[src/psp_pkg.sv]
// Shared constants and types for the power stage protection controller
package psp_pkg;
  // Synchroniser depth
  localparam int SYNC_STAGES = 2;
  // Register offsets (byte addresses)
  localparam logic [7:0] ADDR_CTRL   = 8'h00;
  localparam logic [7:0] ADDR_STATUS = 8'h04;
  localparam logic [7:0] ADDR_IRQ_ST = 8'h08;
  localparam logic [7:0] ADDR_IRQ_EN = 8'h0C;
  localparam logic [7:0] ADDR_IRQ_CL = 8'h10;
  // Status bit positions
  localparam int ST_LATCHED = 0;
  localparam int ST_OC_HS   = 1;
  localparam int ST_OC_LS   = 2;
  localparam int ST_UV      = 3;
  localparam int ST_OTE     = 4;
  localparam int ST_OTW     = 5;
  localparam int ST_HIZ     = 6;
  localparam int ST_RST     = 7;
  // Event bits: 0 error latched, 1 warning raised, 2 reset released
  localparam int EV_ERR  = 0;
  localparam int EV_WARN = 1;
  localparam int EV_RUN  = 2;
  localparam int EV_W    = 3;
  // Reset values
  localparam logic [EV_W-1:0] IRQ_EN_RST = 3'h0;
  localparam logic            CTRL_RST   = 1'b0;
  // Stage control states
  typedef enum logic [2:0] {
    PSP_HIZ   = 3'b001,
    PSP_RUN   = 3'b010,
    PSP_FAULT = 3'b100
  } psp_state_t;
endpackage : psp_pkg

[src/psp_sync.sv]
// Two-flop synchroniser bank for asynchronous detector and reset levels
`timescale 1ns/1ps
module psp_sync #(
  parameter int WIDTH = 1
) (
  input  wire logic             clk_i,  // System clock
  input  wire logic             rst_i,  // Synchronous reset
  input  wire logic [WIDTH-1:0] d_i,    // Asynchronous levels
  output logic      [WIDTH-1:0] q_o     // Synchronised levels
);
  logic [WIDTH-1:0] stage1;

  // First flop feeds only the second flop to keep metastability contained
  always_ff @(posedge clk_i) begin
    if (rst_i) begin
      stage1 <= '0;
      q_o    <= '0;
    end else begin
      stage1 <= d_i;
      q_o    <= stage1;
    end
  end
endmodule : psp_sync

[src/psp_ctrl.sv]
// Protection, reset sequencing and status reporting for the power stage
//
// Summary of operation
// - Reset low: all transistors off, bridges high-impedance.
// - Fault indicator low on error while reset high.
// - Fault indicator released high whenever reset low.
// - Warning output low above 125 C junction.
// - Output pair encodes error, warning or normal.
// - Covered error latches, stage goes high-impedance.
// - Latch clears on reset fall, runs after rise.
// - Overcurrent detected separately high and low side.
// - One shared detector raises the temperature warning.
// - Undervoltage is an error during power up/down.
// - Overtemperature error distinct at 150 C.
//
// Implementation choices: the address map and the Wishbone interface to the registers.
`timescale 1ns/1ps
module psp_ctrl #(
  parameter int CHANNELS = 2
) (
  input  wire logic                clk_i,        // 100 MHz clock
  input  wire logic                rst_i,        // Synchronous reset, active high
  input  wire logic                reset_n_i,    // Device reset pin, active low
  input  wire logic [CHANNELS-1:0] pwm_positive_input_i, // PWM from modulator
  input  wire logic [CHANNELS-1:0] oc_hs_i,      // High-side overcurrent detectors
  input  wire logic [CHANNELS-1:0] oc_ls_i,      // Low-side overcurrent detectors
  input  wire logic                undervoltage_fault_i, // Gate supply too low
  input  wire logic                overtemp_warn_i,      // Junction above 125 C
  input  wire logic                overtemp_error_i,     // Junction above 150 C
  output logic [CHANNELS-1:0]      hs_on_o,      // High-side gate enable
  output logic [CHANNELS-1:0]      ls_on_o,      // Low-side gate enable
  output logic                     hiz_o,        // Output stage high-impedance
  output logic                     fault_indicator_n_o,  // Open-drain data, always 0
  output logic                     fault_indicator_n_oe_o, // High while pulling low
  output logic                     temp_warning_n_o,     // Open-drain data, always 0
  output logic                     temp_warning_n_oe_o,  // High while pulling low
  input  wire logic [7:0]          wb_adr_i,     // Wishbone address
  input  wire logic [31:0]         wb_dat_i,     // Wishbone write data
  input  wire logic [3:0]          wb_sel_i,     // Wishbone byte selects
  input  wire logic                wb_we_i,      // Wishbone write enable
  input  wire logic                wb_cyc_i,     // Wishbone cycle
  input  wire logic                wb_stb_i,     // Wishbone strobe
  output logic [31:0]              wb_dat_o,     // Wishbone read data
  output logic                     wb_ack_o,     // Wishbone acknowledge
  output logic                     irq_o         // Level interrupt
);
  localparam int SW = 2 * CHANNELS + 4;

  // Synchronised levels
  logic [SW-1:0] raw_in;
  logic [SW-1:0] sync_q;
  logic [CHANNELS-1:0] oc_hs_s;
  logic [CHANNELS-1:0] oc_ls_s;
  logic          uv_s;
  logic          otw_s;
  logic          ote_s;
  logic          rstn_s;
  logic          rstn_d;

  // State and registers
  psp_pkg::psp_state_t state;
  psp_pkg::psp_state_t next_state;
  logic                err_latch;
  logic                err_oc_hs;
  logic                err_oc_ls;
  logic                err_uv;
  logic                err_ote;
  logic                mute;
  logic [psp_pkg::EV_W-1:0] irq_st;
  logic [psp_pkg::EV_W-1:0] irq_en;
  logic                otw_d;

  // Reset and detectors pass through the synchroniser first
  assign raw_in = {reset_n_i, overtemp_error_i, overtemp_warn_i,
                   undervoltage_fault_i, oc_ls_i, oc_hs_i};

  psp_sync #(
    .WIDTH (SW)
  ) u_sync (
    .clk_i (clk_i),
    .rst_i (rst_i),
    .d_i   (raw_in),
    .q_o   (sync_q)
  );

  assign oc_hs_s = sync_q[CHANNELS-1:0];
  assign oc_ls_s = sync_q[2*CHANNELS-1:CHANNELS];
  assign uv_s    = sync_q[2*CHANNELS];
  assign otw_s   = sync_q[2*CHANNELS+1];
  assign ote_s   = sync_q[2*CHANNELS+2];
  assign rstn_s  = sync_q[2*CHANNELS+3];

  // Error decode: each side and each channel counts alone
  wire any_oc_hs = |oc_hs_s;
  wire any_oc_ls = |oc_ls_s;
  wire any_err   = any_oc_hs | any_oc_ls | uv_s | ote_s;
  wire rst_fall  = rstn_d & ~rstn_s;
  wire rst_rise  = ~rstn_d & rstn_s;

  // Bus decode
  wire wb_req    = wb_cyc_i & wb_stb_i & ~wb_ack_o;
  wire wb_wr     = wb_req & wb_we_i & wb_sel_i[0];
  wire wr_ctrl   = wb_wr & (wb_adr_i == psp_pkg::ADDR_CTRL);
  wire wr_en     = wb_wr & (wb_adr_i == psp_pkg::ADDR_IRQ_EN);
  wire wr_clr    = wb_wr & (wb_adr_i == psp_pkg::ADDR_IRQ_CL);

  // Events for the interrupt status
  wire [psp_pkg::EV_W-1:0] ev;
  assign ev[psp_pkg::EV_ERR]  = (state == psp_pkg::PSP_RUN) & any_err;
  assign ev[psp_pkg::EV_WARN] = otw_s & ~otw_d;
  assign ev[psp_pkg::EV_RUN]  = rst_rise;

  // Stage control: reset low wins over everything, an error stops RUN
  always_comb begin
    next_state = state;
    case (state)
      psp_pkg::PSP_HIZ: begin
        if (rstn_s && !err_latch && !any_err)
          next_state = psp_pkg::PSP_RUN;
      end
      psp_pkg::PSP_RUN: begin
        if (!rstn_s)
          next_state = psp_pkg::PSP_HIZ;
        else if (any_err)
          next_state = psp_pkg::PSP_FAULT;
      end
      psp_pkg::PSP_FAULT: begin
        if (!rstn_s)
          next_state = psp_pkg::PSP_HIZ;
      end
      default: next_state = psp_pkg::PSP_HIZ;
    endcase
  end

  always_ff @(posedge clk_i) begin
    if (rst_i)
      state <= psp_pkg::PSP_HIZ;
    else
      state <= next_state;
  end

  // Error latch records the cause; cleared only by rst_i or on the reset fall
  always_ff @(posedge clk_i) begin
    if (rst_i) begin
      err_latch <= 1'b0;
      err_oc_hs <= 1'b0;
      err_oc_ls <= 1'b0;
      err_uv    <= 1'b0;
      err_ote   <= 1'b0;
    end else if (rst_fall) begin
      err_latch <= 1'b0;
      err_oc_hs <= 1'b0;
      err_oc_ls <= 1'b0;
      err_uv    <= 1'b0;
      err_ote   <= 1'b0;
    end else if (rstn_s && any_err) begin
      err_latch <= 1'b1;
      err_oc_hs <= err_oc_hs | any_oc_hs;
      err_oc_ls <= err_oc_ls | any_oc_ls;
      err_uv    <= err_uv | uv_s;
      err_ote   <= err_ote | ote_s;
    end
  end

  // Edge history and software mute
  always_ff @(posedge clk_i) begin
    if (rst_i) begin
      rstn_d <= 1'b0;
      otw_d  <= 1'b0;
      mute   <= psp_pkg::CTRL_RST;
    end else begin
      rstn_d <= rstn_s;
      otw_d  <= otw_s;
      if (wr_ctrl)
        mute <= wb_dat_i[0];
    end
  end

  // Gate drive follows PWM only in RUN; latch and mute force Hi-Z
  wire run_ok = (next_state == psp_pkg::PSP_RUN) & ~mute;
  always_ff @(posedge clk_i) begin
    if (rst_i) begin
      hs_on_o <= '0;
      ls_on_o <= '0;
      hiz_o   <= 1'b1;
    end else begin
      hs_on_o <= run_ok ? pwm_positive_input_i : '0;
      ls_on_o <= run_ok ? ~pwm_positive_input_i : '0;
      hiz_o   <= ~run_ok;
    end
  end

  // Reporting pins: fault only while reset high; warning follows sensor
  wire fault_pull = rstn_s & (err_latch | any_err) & ~rst_fall;
  always_ff @(posedge clk_i) begin
    if (rst_i) begin
      fault_indicator_n_o    <= 1'b0;
      fault_indicator_n_oe_o <= 1'b0;
      temp_warning_n_o       <= 1'b0;
      temp_warning_n_oe_o    <= 1'b0;
    end else begin
      fault_indicator_n_o    <= 1'b0;
      fault_indicator_n_oe_o <= fault_pull;
      temp_warning_n_o       <= 1'b0;
      temp_warning_n_oe_o    <= otw_s | ote_s;
    end
  end

  // Interrupt status: set wins over a clear in the same cycle
  always_ff @(posedge clk_i) begin
    if (rst_i) begin
      irq_st <= '0;
      irq_en <= psp_pkg::IRQ_EN_RST;
      irq_o  <= 1'b0;
    end else begin
      irq_st <= (irq_st & ~(wr_clr ? wb_dat_i[psp_pkg::EV_W-1:0] : '0)) | ev;
      if (wr_en)
        irq_en <= wb_dat_i[psp_pkg::EV_W-1:0];
      irq_o  <= |(irq_st & irq_en);
    end
  end

  // Status word shows live state and latched causes
  wire [7:0] status_w = {rstn_s, hiz_o, otw_s, err_ote, err_uv,
                         err_oc_ls, err_oc_hs, err_latch};

  // Read mux; unmapped and write-only addresses read zero
  wire [31:0] rd_mux =
    (wb_adr_i == psp_pkg::ADDR_CTRL)   ? {31'h0, mute} :
    (wb_adr_i == psp_pkg::ADDR_STATUS) ? {24'h0, status_w} :
    (wb_adr_i == psp_pkg::ADDR_IRQ_ST) ? {29'h0, irq_st} :
    (wb_adr_i == psp_pkg::ADDR_IRQ_EN) ? {29'h0, irq_en} : 32'h0;

  // Single-wait-state slave: ack one cycle after strobe, one cycle wide
  always_ff @(posedge clk_i) begin
    if (rst_i) begin
      wb_ack_o <= 1'b0;
      wb_dat_o <= 32'h0;
    end else begin
      wb_ack_o <= wb_req;
      wb_dat_o <= wb_req ? rd_mux : 32'h0;
    end
  end

  // Reset low for two cycles forces Hi-Z
  hiz_on_reset_a : assert property (@(posedge clk_i) disable iff (rst_i)
    !rstn_s [*2] |=> hiz_o && hs_on_o == '0 && ls_on_o == '0)
    else $error("stage not Hi-Z under reset");

  // Fault pin released while reset low
  fault_release_a : assert property (@(posedge clk_i) disable iff (rst_i)
    !rstn_s |=> !fault_indicator_n_oe_o)
    else $error("fault pin pulled during reset");

  // Error with reset high pulls the fault pin next cycle
  fault_pull_a : assert property (@(posedge clk_i) disable iff (rst_i)
    rstn_s && any_err && !rst_fall |=> fault_indicator_n_oe_o)
    else $error("fault pin not pulled on error");

  // Warning pin tracks the synchronised sensor
  warn_track_a : assert property (@(posedge clk_i) disable iff (rst_i)
    ##1 temp_warning_n_oe_o == $past(otw_s | ote_s))
    else $error("warning pin wrong");

  // Error in RUN latches and stops switching
  err_latch_a : assert property (@(posedge clk_i) disable iff (rst_i)
    state == psp_pkg::PSP_RUN && rstn_s && any_err |=> err_latch ##0 hiz_o)
    else $error("error not latched");

  // Latch stays set until reset falls
  latch_hold_a : assert property (@(posedge clk_i) disable iff (rst_i)
    err_latch && !rst_fall |=> err_latch)
    else $error("latch dropped early");

  // Reset fall clears the latch
  latch_clear_a : assert property (@(posedge clk_i) disable iff (rst_i)
    rst_fall |=> !err_latch)
    else $error("latch not cleared on reset fall");

  // Overtemperature error gives both pins low
  ote_code_a : assert property (@(posedge clk_i) disable iff (rst_i)
    rstn_s && ote_s && !rst_fall |=> temp_warning_n_oe_o && fault_indicator_n_oe_o)
    else $error("overtemperature code wrong");

  // Each side alone latches an error
  oc_side_a : assert property (@(posedge clk_i) disable iff (rst_i)
    rstn_s && !rst_fall && (any_oc_hs ^ any_oc_ls) |=> err_latch)
    else $error("single-side overcurrent missed");
endmodule : psp_ctrl

[config.mk]
export PLATFORM = sky130hd
export DESIGN_NAME = psp_ctrl
export DESIGN_NICKNAME = d
export VERILOG_FILES = /design/src/psp_pkg.sv /design/src/psp_sync.sv /design/src/psp_ctrl.sv
export SDC_FILE = /design/constraint.sdc
export NUM_CORES = 1
export LEC_CHECK = 0
export ABC_AREA = 1
export ABC_CLOCK_PERIOD_IN_PS = 1400
export BUFFER_PORTS_ARGS = -buffer_cell sky130_fd_sc_hd__buf_4
export CORE_MARGIN = 2
export CORE_UTILIZATION = 41
export DETAILED_ROUTE_END_ITERATION = 10
export PLACE_DENSITY = 0.76
export SYNTH_ARGS = -nofsm -noshare
export SYNTH_HDL_FRONTEND = slang
export SYNTH_HIERARCHICAL = 1
export SYNTH_SLANG_ARGS = --single-unit
[constraint.sdc]
create_clock -name clk_i -period 1.4 [get_ports clk_i]
set_clock_uncertainty 0.15 [all_clocks]
set_input_delay 0.28 -clock clk_i [delete_from_list [all_inputs] [get_ports clk_i]]
set_output_delay 0.28 -clock clk_i [all_outputs]
set_load 0.02 [all_outputs]
## After elaboration in Yosys (flattened, before gate mapping)

Index checks and enable logic that the tools add are counted.
W data, S select, Z words.

| word-level totals | value |
|---|---|
| register bits after elaboration | 74 |
| output and inout port bits | 43 |
| word-level logic and storage cells | 91 |
| bits of input ports | 59 |

| cells by class | value |
|---|---|
| bitwise gates (word level) | 36 |
| mux-type cells | 10 |
| equal/unequal tests | 8 |
| reductions and logical operators | 14 |

Operators by type and width:

| operator | count |
|---|---|
| $mux W3 | 7 |
| $eq A8 B4 Y1 const B | 2 |
| $and A1 B1 Y1 | 14 |
| $reduce_or A2 Y1 | 5 |
| $or A1 B1 Y1 | 9 |
| $pmux W3 S3 | 1 |
| $eq A8 B3 Y1 const B | 1 |
| $eq A8 B5 Y1 const B | 1 |
| $logic_not A8 Y1 | 1 |
| $mux W8 | 1 |
| $not A1 Y1 | 8 |
| $and A3 B3 Y3 | 2 |
| $eq A3 B2 Y1 const B | 2 |
| $reduce_or A3 Y1 | 2 |
| $reduce_or A5 Y1 | 1 |
| $eq A3 B1 Y1 const B | 1 |
| $eq A3 B3 Y1 const B | 1 |
| $logic_and A1 B1 Y1 | 3 |
| $not A3 Y3 | 1 |
| $or A3 B3 Y3 | 1 |
| $logic_not A1 Y1 | 2 |
| $not A2 Y2 | 1 |
| $mux W1 | 1 |

## Depth between registers and ports, before layout

Gate-level depths: netlist (run 1).

| logic depth | value |
|---|---|
| depth after elaboration | 12 |
| mapped depth | 9 |
| depth with buffers taken out | 9 |

## Hierarchy

Netlist (run 1), hierarchy kept.

Modules (own cells, without submodules):

| module | instances | cells an instance | seq. area each (um^2) | area each (um^2) |
|---|---|---|---|---|
| psp_ctrl | 1 | 212 | 680.7 | 1,556.5 |
| psp_sync | 1 | 50 | 320.3 | 474.2 |

## Worst setup path after synthesis (run 1)

No wires, ideal clock.

| timing | value |
|---|---|
| path kind | flip-flop to flip-flop |
| start point | reg wb_ack_o |
| end point | reg mute |
| cell stages (with the launch flop) | 6 |
| slack | -21 ps |
| library setup time | 119 ps |
| arrival | 1,152 ps |
| buffers on the path | 0 |
| period minus slack after synthesis | 1,421 ps |
| cell sequence | dfxtp_1 > nand3b_1 > nor2_1 > nand2_1 > o21ai_0 > a21oi_1 |

| on the way | value |
|---|---|
| word-level cells in the longest chain between the ends | 5 |

Ends and longest elaborated chain:

| element | RTL line | source |
|---|---|---|
| from (decl) | psp_ctrl.sv:44 | `output logic wb_ack_o,` |
| from (signal assigned) | psp_ctrl.sv:240 | `wb_ack_o <= wb_req;` |
| $not A1 Y1 | psp_ctrl.sv:101 | `wire wb_req = wb_cyc_i & wb_stb_i & ~wb_ack_o;` |
| $and A1 B1 Y1 | psp_ctrl.sv:101 |  |
| $and A1 B1 Y1 (2 in series) | psp_ctrl.sv:102 | `wire wb_wr = wb_req & wb_we_i & wb_sel_i[0];` |
| $and A1 B1 Y1 | psp_ctrl.sv:103 | `wire wr_ctrl = wb_wr & (wb_adr_i == psp_pkg::ADDR_CTRL);` |
| to (signal assigned) | psp_ctrl.sv:170 | `mute <= psp_pkg::CTRL_RST;` |
| to (signal assigned) | psp_ctrl.sv:175 | `mute <= wb_dat_i[0];` |
| to (decl) | psp_ctrl.sv:68 | `logic mute;` |

Every way passes these cells.
A chain may end at the register's enable or synchronous reset.

## Final worst setup path (run 1)

| timing | value |
|---|---|
| start point | reg wb_ack_o |
| end point | reg irq_st[1] (netlist bit) |

| on the way | value |
|---|---|
| word-level cells in the longest chain between the ends | 9 |

Ends and longest elaborated chain:

| element | RTL line | source |
|---|---|---|
| $not A1 Y1 | psp_ctrl.sv:101 |  |
| $and A1 B1 Y1 | psp_ctrl.sv:101 |  |
| $and A1 B1 Y1 (2 in series) | psp_ctrl.sv:102 |  |
| $and A1 B1 Y1 | psp_ctrl.sv:105 | `wire wr_clr = wb_wr & (wb_adr_i == psp_pkg::ADDR_IRQ_CL);` |
| $mux W3 | psp_ctrl.sv:216 | `irq_st <= (irq_st & ~(wr_clr ? wb_dat_i[psp_pkg::EV_W-1:0] : '0)) \| ev;` |
| $not A3 Y3 | psp_ctrl.sv:216 |  |
| $and A3 B3 Y3 | psp_ctrl.sv:216 |  |
| $or A3 B3 Y3 | psp_ctrl.sv:216 |  |
| to (signal assigned) | psp_ctrl.sv:216 |  |
| to (decl) | psp_ctrl.sv:69 | `logic [psp_pkg::EV_W-1:0] irq_st;` |

Every way passes these cells.

==> metrics, run 1 <==
run status finished with violations; failing checks negative setup slack; commonest non-fill, non-tap cell in the layout buf_4; Initial Util 42.7%; final WL 3570 µm; clock power share 30.0%; min-delay worst type in -> reg; Port Buf Inserts 43; area grow syn2layout 27.0%; detail-routed net length per standard cell 9.19 µm; nets 381; number of routed nets with antenna violations 0; ratio of cells with drive above 1 in the final layout 30.1%; RSZ-0062 raised after global routing yes; # diodes 0; total grt overflow 0; Die Area 0.00553 mm²; die width 74.4 µm; distinct cell type count after synthesis 21; most frequent cells in the layout buf_4, inv_1, nor2_1, dfxtp_1, conb_1; worst-case clock buffer depth 2; Leakage Power 1.26 nW; Post-Layout Cell Count 389; Switching Fraction 24.3%; Final Instance Area 0.00258 mm²; first-pass iteration count of the detailed router 4; setup violators final 1; # placed instances 373; Tot GR Track Use 12.8%; largest delay contributor family on the critical path simple AND/OR/NAND/NOR gates; initial DRC count 137; HPWL after DPL 2550 µm; Seq/Total Area, Yosys 49.3%; worst path required time 1.43 ns; core area 0.00475 mm²; WHS 0.0319 ns; CTS tree built; post-synthesis cell count 262; Pwr Density 980 mW/mm²; vias in the first global route 1325; peak fanout along the critical path 8; pin count of the biggest net entering global routing 24; cts bufs inserted 5; Place WS -0.148 ns; clock tree sinks 50; WP data arrival 1.44 ns; first-pass GRT wire length 5440 µm; H-tree levels 2; row count 25; min Tclk post-route 1.41 ns; final worst slack -0.0103 ns; Hold Vio Cnt, Final 0; Skew-Pair Late Insertion Delay 0.29 ns; switching power 0.614 mW; Worst path slowest cell dfxtp_2; Crit Path Class reg -> reg; Max VDD drop 0.729 mV; share of power burned in registers 58.3%; logic gate share of total power 11.7%; via/cell ratio 4.28; Yosys Warn Count 6; Buffers & Inverters on Critical Path 0; residual DRC count 0; Seq cells post-synth 50; Synth Cell Area 0.00203 mm²; endpoint class of the critical path register; total power 2.53 mW; slowest stage delay, CP 0.32 ns; placed standard-cell area 0.00234 mm²; Internal Dissipation 1.91 mW; vias after detailed routing 1664; antenna violations before repair 0; f_max 0.709 GHz; CP Launch Type register; CTS root buf clkbuf_8; Routability Congestion 0.844; Final period util 101%; max-slew violations 0; max-cap violations 0; Avg Cell Area, Syn 7.75 µm²; clock slew at reported path FFs 0.08 ns; Die H 74.4 µm; # IOs 102; sequence of cells on the critical path nand3b_1 > nor2_4 > nand3_1 > a21oi_1 > nor2_1
worst paths after layout:
path	start	slack, ns	end	cells after the start
setup / recovery	wb_ack_o	-0.01	irq_st[1]	5
hold / removal	reset_n_i	0.03	u_sync/stage1[7]	3
hold reg to reg	u_sync/stage1[0]	0.25	u_sync/q_o[0]	2
setup reg to reg	wb_ack_o	-0.01	irq_st[1]	5
layout make-up:
type	instances	area (µm²)
Fill cell	473	2170
Sequential cell	50	1010
Multi-Input combinational cell	161	796
Timing Repair Buffer	58	440
Inverter	46	173
Tap cell	67	83.8
Clock buffer	5	68.8
Clock inverter	2	10.0
synth_stat cells (all sizes together):
| library cell | count | area share, % |
|---|---|---|
| nor2 | 58 | 12 |
| nand2 | 26 | 4.9 |
| o211ai | 1 | 0.37 |
| inv | 46 | 8.5 |
| buf | 30 | 12 |
| nand3b | 1 | 0.37 |
| o21ai | 6 | 1.5 |
| a21oi | 12 | 3.1 |
| nor3 | 2 | 0.49 |
| nand4 | 3 | 0.92 |
| o22ai | 1 | 0.31 |
| dfxtp | 50 | 49 |
| nand3 | 25 | 6.7 |
| conb | 1 | 0.18 |
metal layers:
layer | vias to the layer above | part of all wire, % | global-route usage [%]
li1 | 860 | - | -
met4 | 0 | 0.95 | 4.76
met5 | - | 0 | 0
met2 | 64 | 50 | 22.4
met3 | 5 | 7.6 | 3.66
met1 | 735 | 42 | 14.8
registers in the layout, indices dropped and copies added (netlist names), 2 cells and up:
| signal | count |
|---|---|
| u_sync/q_o | 8 |
| u_sync/stage1 | 8 |
| wb_dat_o | 8 |
| irq_en | 3 |
| irq_st | 3 |
| state | 3 |
| hs_on_o | 2 |
| ls_on_o | 2 |
timing repair:
item	in CTS	in global routing
buffers inserted	4	3
setup endpoints to repair	6	16
hold buffers	2	0
resized for setup	9	19
endpoints found under the hold margin	2	0
pin swaps	7	11
power by group through the flow:
stage / clock network (mW) / logic (mW) / registers (mW)
final: 0.758 / 0.296 / 1.47
after global routing: 0.837 / 0.325 / 1.48
after CTS: 0.777 / 0.275 / 1.47
after detailed placement: 0 / 0.246 / 1.50
after global placement: 0 / 0.242 / 1.50
after floorplan: 0 / 0.212 / 1.50
worst min-delay path: cells and delay by family:
family	cells	cell delay, ns
buffers and inverters	2	0.10
and+or+nand+nor	1	0.06
logic make-up (layout without fill, tap and decap cells):
kind of cell | after synthesis | count (layout) | synth area share, %
buffers and inverters | 76 | 111 | 20.0
other | 1 | 26 | 0.185
AO/OA/AOI/OAI | 20 | 20 | 5.30
AND/OR/NAND/NOR | 115 | 115 | 25.2
flip-flops | 50 | 50 | 49.3
per-stage QoR:
| stage | setup TNS, ns | util [%] |
|---|---|---|
| 2_1_floorplan | 0 | - |
| 3_3_place_gp | -0.869 | 49.3 |
| 3_5_place_dp | -1.56 | 49.3 |
| 4_1_cts | -0.00542 | 52.7 |
| 5_1_grt | -0.601 | 54.3 |
| 6_report | -0.0103 | 54.3 |
(Power assumes the default switching activity.)
==> run 2, diff against run 1 <==
CORE_UTILIZATION = 40   (was 41)
PLACE_DENSITY = 0.75   (was 0.76)
SYNTH_HIERARCHICAL = not set   (was 1)
==> metrics, run 2 <==
run status finished, final reports clean; CTS root buf clkbuf_8; total grt overflow 0 (unchanged); Final Instance Area 0.00248 mm² (-3.8%); Seq cells post-synth 50 (unchanged); via/cell ratio 4.11 (-3.9%); post-synthesis cell count 259 (-1.1%); Synth top cells by count nor2_1, dfxtp_1, inv_1; most frequent cells in the layout nor2_1, buf_4, dfxtp_1; Synth Cell Area 0.00200 mm² (-1.3%); placed standard-cell area 0.00234 mm² (-0.11%); min Tclk post-route 1.33 ns (-0.0774 ns); # diodes 0 (unchanged); max-cap violations 0 (unchanged); antenna violations before repair 0 (unchanged); WP data arrival 1.43 ns (about the same); # placed instances 371 (-0.54%); peak fanout along the critical path 3 (-5); Post-synth EDFFs 0 (unchanged); Leakage Power 1.21 nW (-4.4%); Seq/Total Area, Yosys 49.9% (+0.65 points); nets 373 (-2.1%); Post-Layout Cell Count 381 (-2.1%); f_max 0.750 GHz (+5.8%); Die H 74.8 µm (+0.56%); distinct cell type count after synthesis 21 (unchanged); Tot GR Track Use 13.3% (+0.52 points); Switching Fraction 25.1% (+0.77 points); Port Buf Inserts 43 (unchanged); Hold Crit Depth 3 (unchanged); residual DRC count 0 (unchanged); Crit Path Class reg -> reg; first-pass iteration count of the detailed router 4 (unchanged); ranking of synthesized cells by area dfxtp_1, nor2_1, buf_4; CTS tree built; Die Area 0.00559 mm² (+1.1%); ratio of cells with drive above 1 in the final layout 27.1% (-3.1 points); endpoint class of the critical path register; R2R depth 7 (+2); Synth Flop Type dfxtp_1; Synth area leader dfxtp_1; met2 Usage GRT 22.7% (+0.29 points); core area 0.00479 mm² (+0.66%); H-tree levels 2 (unchanged); met1 Usage GRT 15.0% (+0.14 points); Max VDD drop 0.571 mV (-22%); detail-routed net length per standard cell 8.91 µm (-3.0%); Pwr Density 1030 mW/mm² (+4.6%); final WL 3390 µm (-5.0%); pin count of the biggest net entering global routing 22 (-8.3%); commonest non-fill, non-tap cell in the layout nor2_1; worst path required time 1.50 ns (+0.07 ns); die width 74.8 µm (+0.56%); most frequent cell after synthesis nor2_1; max-slew violations 0 (unchanged); min-delay worst type in -> reg; Top Usage Layer GRT met2; Skew-Pair Late Insertion Delay 0.30 ns (about the same); CP Launch Type register; Final period util 95.2% (-5.5 points); clock power share 31.3% (+1.3 points); HPWL after DPL 2520 µm (-0.91%); worst-case clock buffer depth 2 (unchanged); Fill cells 497 (+5.1%); vias in the first global route 1303 (-1.7%); initial DRC count 82 (-40%); setup violators final 0 (-1); row count 25 (unchanged); area grow syn2layout 23.8%; # IOs 102 (unchanged); Yosys Warn Count 0 (-6); share of the synthesized area in the top cell type 49.9% (+0.65 points); Top Registers u_sync.q_o x8, u_sync.stage1 x8, wb_dat_o x8; share of power burned in registers 58.0% (-0.3 points); first-pass GRT wire length 5440 µm (unchanged); clock slew at reported path FFs 0.08 ns (about the same); Initial Util 41.9% (-0.83 points); FFs w/ async S/R, synth 0% (unchanged); clock tree sinks 50 (unchanged); vias after detailed routing 1567 (-5.8%); Routability Congestion 0.792 (-6.2%); Hold Vio Cnt, Final 0 (unchanged); cts bufs inserted 5 (unchanged); logic gate share of total power 10.6% (-1.1 points); M3 GR Usage 3.61% (-0.044 points); Internal Dissipation 1.91 mW (-0.40%); RSZ-0062 raised after global routing yes; switching power 0.638 mW (+3.8%); Avg Cell Area, Syn 7.74 µm² (-0.15%); number of routed nets with antenna violations 0 (unchanged); WHS 0.0192 ns (-0.0127 ns)
## run 2: worst paths after layout
check / end / slack [ns] / from
setup / recovery: wb_dat_o[2] / 0.07 / wb_ack_o
hold / removal: u_sync.stage1[6] / 0.02 / overtemp_error_i
setup reg to reg: wb_dat_o[2] / 0.07 / wb_ack_o
hold reg to reg: u_sync.q_o[1] / 0.25 / u_sync.stage1[1]
## run 2: timing repair
action	in CTS	in global routing
resized for setup	0	10
buffers inserted	0	1
hold endpoints to repair	2	0
hold buffers	2	0
setup endpoints to repair	0	13
## run 2: layout make-up
| cell class | count | area [µm²] | share of cell area [%] |
|---|---|---|---|
| well taps | 67 | 83.8 | 3.38 |
| multi-input cells | 164 | 761 | 30.7 |
| repair buffers | 52 | 395 | 15.9 |
| clock buffers | 5 | 68.8 | 2.77 |
| clock inverters | 2 | 13.8 | 0.555 |
| flip-flops and latches | 50 | 1000 | 40.5 |
| inverters | 41 | 154 | 6.20 |
## run 2: through the flow
step / worst slack [ns] / TNS (ns) / utilization [%] / total power [mW]
4_1_cts: 0.0578 / 0 / 51.1 / 2.56
2_1_floorplan: 0.117 / 0 / - / 1.72
3_3_place_gp: -0.0782 / -0.365 / 48.9 / 1.76
6_report: 0.0671 / 0 / 51.8 / 2.54
5_1_grt: -0.0519 / -0.207 / 51.8 / 2.67
3_5_place_dp: -0.0789 / -0.554 / 48.9 / 1.77
## run 2: cells by family after synthesis
| kind of cell | Yosys count | share of synthesized area, % |
|---|---|---|
| and+or+nand+nor | 126 | 28.8 |
| other | 1 | 0.187 |
| buffers and inverters | 70 | 18.0 |
| AOI/OAI and AO/OA | 12 | 3.00 |
| DFF | 50 | 49.9 |
## run 2: critical path: stages, from the launching register on
cell      delay (ns)
dfxtp_1         0.31
nand3b_1        0.23
nor2_1          0.19
buf_4           0.15
nand2_1         0.06
nor2_1          0.09
nand2_1         0.06
inv_1           0.04
## run 2: per-layer routing
layer  part of all wire [%]  wire length, µm
met5                      0                0
met4                    2.2               76
met3                    7.4              252
met2                     47             1590
met1                     44             1480
## run 2: power by group through the flow
stage	logic [mW]	clock network, mW	registers [mW]
after floorplan	0.212	0	1.51
after CTS	0.263	0.827	1.48
final	0.270	0.797	1.48
after global routing	0.302	0.886	1.48
after detailed placement	0.257	0	1.51
after global placement	0.254	0	1.51
==> run 3, diff against run 2 <==
ABC_AREA = not set   (was 1)
==> metrics, run 3 <==
initial DRC count 54 (-34%); antenna violations before repair 0 (unchanged); endpoint class of the critical path register; max layer used met3; FFs w/ async S/R, synth 0% (unchanged); peak fanout along the critical path 6 (+3); post-synthesis cell count 195 (-25%); Place WS -0.493 ns (-0.414 ns); H-tree levels 2 (unchanged); metal3 WL 230 µm (-8.7%); worst-case clock buffer depth 2 (unchanged); core area 0.00472 mm² (-1.3%); Critical Path Start u_sync.q_o[4]; final worst slack -0.401 ns (-0.468 ns); # diodes 0 (unchanged); Tot GR Track Use 13.1% (-0.28 points); hold_sp wb_dat_i[2]; # IOs 102 (unchanged); number of routed nets with antenna violations 0 (unchanged); total power 2.62 mW (+3.0%); detail-routed net length per standard cell 10.9 µm (+23%); routed length on met2 1830 µm (+15%); Hold Vio Cnt, Final 0 (unchanged); via/cell ratio 4.40 (+6.9%); Post-synth EDFFs 0 (unchanged); max-slew violations 0 (unchanged); first-pass iteration count of the detailed router 4 (unchanged); area grow syn2layout 36.5%; max-cap violations 0 (unchanged); Crit Path Class reg -> reg; Seq cells post-synth 50 (unchanged); Port Buf Inserts 43 (unchanged); # placed instances 312 (-16%); row count 25 (unchanged); f_max 0.555 GHz (-26%); RSZ-0062 raised after global routing yes; min Tclk post-route 1.80 ns (+0.468 ns); Die Area 0.00547 mm² (-2.1%); first-pass GRT wire length 5470 µm (+0.50%); cts bufs inserted 5 (unchanged); clock tree sinks 50 (unchanged); total grt overflow 0 (unchanged); commonest non-fill, non-tap cell in the layout buf_4; worst path required time 1.44 ns (-0.06 ns); WP data arrival 1.85 ns (+0.42 ns); clock slew at reported path FFs 0.09 ns (about the same); Die H 74.0 µm (-1.1%); Initial Util 41.5% (-0.40 points); Max VDD drop 0.623 mV (+9.1%); failing checks negative setup slack; residual DRC count 0 (unchanged); Avg Cell Area, Syn 10.0 µm² (+30%); run status finished with violations; CTS root buf clkbuf_8; share of the synthesized area in the top cell type 51.1% (+1.1 points); pin count of the biggest net entering global routing 24 (+9.1%); Final Instance Area 0.00268 mm² (+7.8%); final WL 3590 µm (+5.7%); Top Registers u_sync.q_o x8, u_sync.stage1 x8, wb_dat_o x8; distinct cell type count after synthesis 40 (+90%); Synth Flop Type dfxtp_1; Skew-Pair Late Insertion Delay 0.30 ns (about the same); Synth Cell Area 0.00196 mm² (-2.2%); setup violators final 14 (+14); Seq/Total Area, Yosys 51.1% (+1.1 points); Synth area leader dfxtp_1; HPWL after DPL 2610 µm (+3.2%); Pwr Density 980 mW/mm² (-4.5%); placed standard-cell area 0.00242 mm² (+3.4%); vias after detailed routing 1442 (-8.0%); Metal-1 WL 1530 µm (+3.4%); CTS tree built; most frequent cell after synthesis dfxtp_1; Final period util 129% (+33 points); min-delay worst type in -> reg; Leakage Power 1.13 nW (-6.4%); CP Launch Type register; Yosys Warn Count 0 (unchanged); ratio of cells with drive above 1 in the final layout 37.5% (+10 points); ranking of synthesized cells by area dfxtp_1, buf_4, nor2b_1; Synth top cells by count dfxtp_1, buf_4, nor2b_1; vias in the first global route 1254 (-3.8%); most frequent cells in the layout buf_4, dfxtp_1, conb_1; die width 74.0 µm (-1.1%); nets 319 (-14%); Worst R2R Start u_sync.q_o[4]; Post-Layout Cell Count 328 (-14%); Routability Congestion 0.840 (+6.1%)
## run 3: final timing paths
| kind | to | slack, ns | cells after the start |
|---|---|---|---|
| worst max-delay path | hiz_o | -0.40 | 3 |
| worst min-delay path | irq_st[2] | 0.02 | 2 |
| worst max register to register | hiz_o | -0.40 | 3 |
| worst min register to register | u_sync.q_o[2] | 0.29 | 1 |
## run 3: area by class of cell
class	instances	area (µm²)
Clock buffer	5	68.8
Clock inverter	3	21.3
Fill cell	390	2050
Inverter	4	15.0
Multi-Input combinational cell	134	967
Sequential cell	50	1000
Tap cell	67	83.8
Timing Repair Buffer	65	515
## run 3: kinds of logic after synthesis
kind of cell    synth area share, %
flops                          51.1
compound gates                 6.13
simple gates                   25.8
buf+inv                        12.0
other cells                   0.191
xor+xnor                      0.447
mux                            4.34
## run 3: where the power goes
| group | switching, mW | leakage [nW] | internal (mW) |
|---|---|---|---|
| clock | 0.463 | 0.0441 | 0.351 |
| combinational | 0.180 | 0.679 | 0.154 |
| sequential | 0.0154 | 0.408 | 1.46 |
| total | 0.658 | 1.13 | 1.96 |
## run 3: per-stage QoR
step | util [%] | hold WS, ns | TNS [ns]
2_1_floorplan | - | 0.209 | -3.10
3_3_place_gp | 51.3 | 0.267 | -6.70
3_5_place_dp | 51.3 | 0.270 | -7.14
4_1_cts | 55.4 | 0.0234 | -2.65
5_1_grt | 56.6 | 0.0142 | -3.75
6_report | 56.6 | 0.0214 | -3.09
## run 3: worst max-delay path, stage by stage (launching register included)
cell and delay (ns):
dfxtp_2 0.33, or4_4 0.53, or4_4 0.47, or2_1 0.22
## run 3: metal layers
layer,up-vias,global-route usage (%)
met5,-,0
met3,0,4.47
met1,658,15.3
met4,0,3.03
li1,735,-
met2,49,23.0
## run 3: timing repair
action,4_1_cts,5_1_grt
hold endpoints to repair,2,0
setup endpoints to repair,20,23
hold buffers,2,0
setup buffers,3,3
pin swaps,9,8
gates resized for setup,15,9
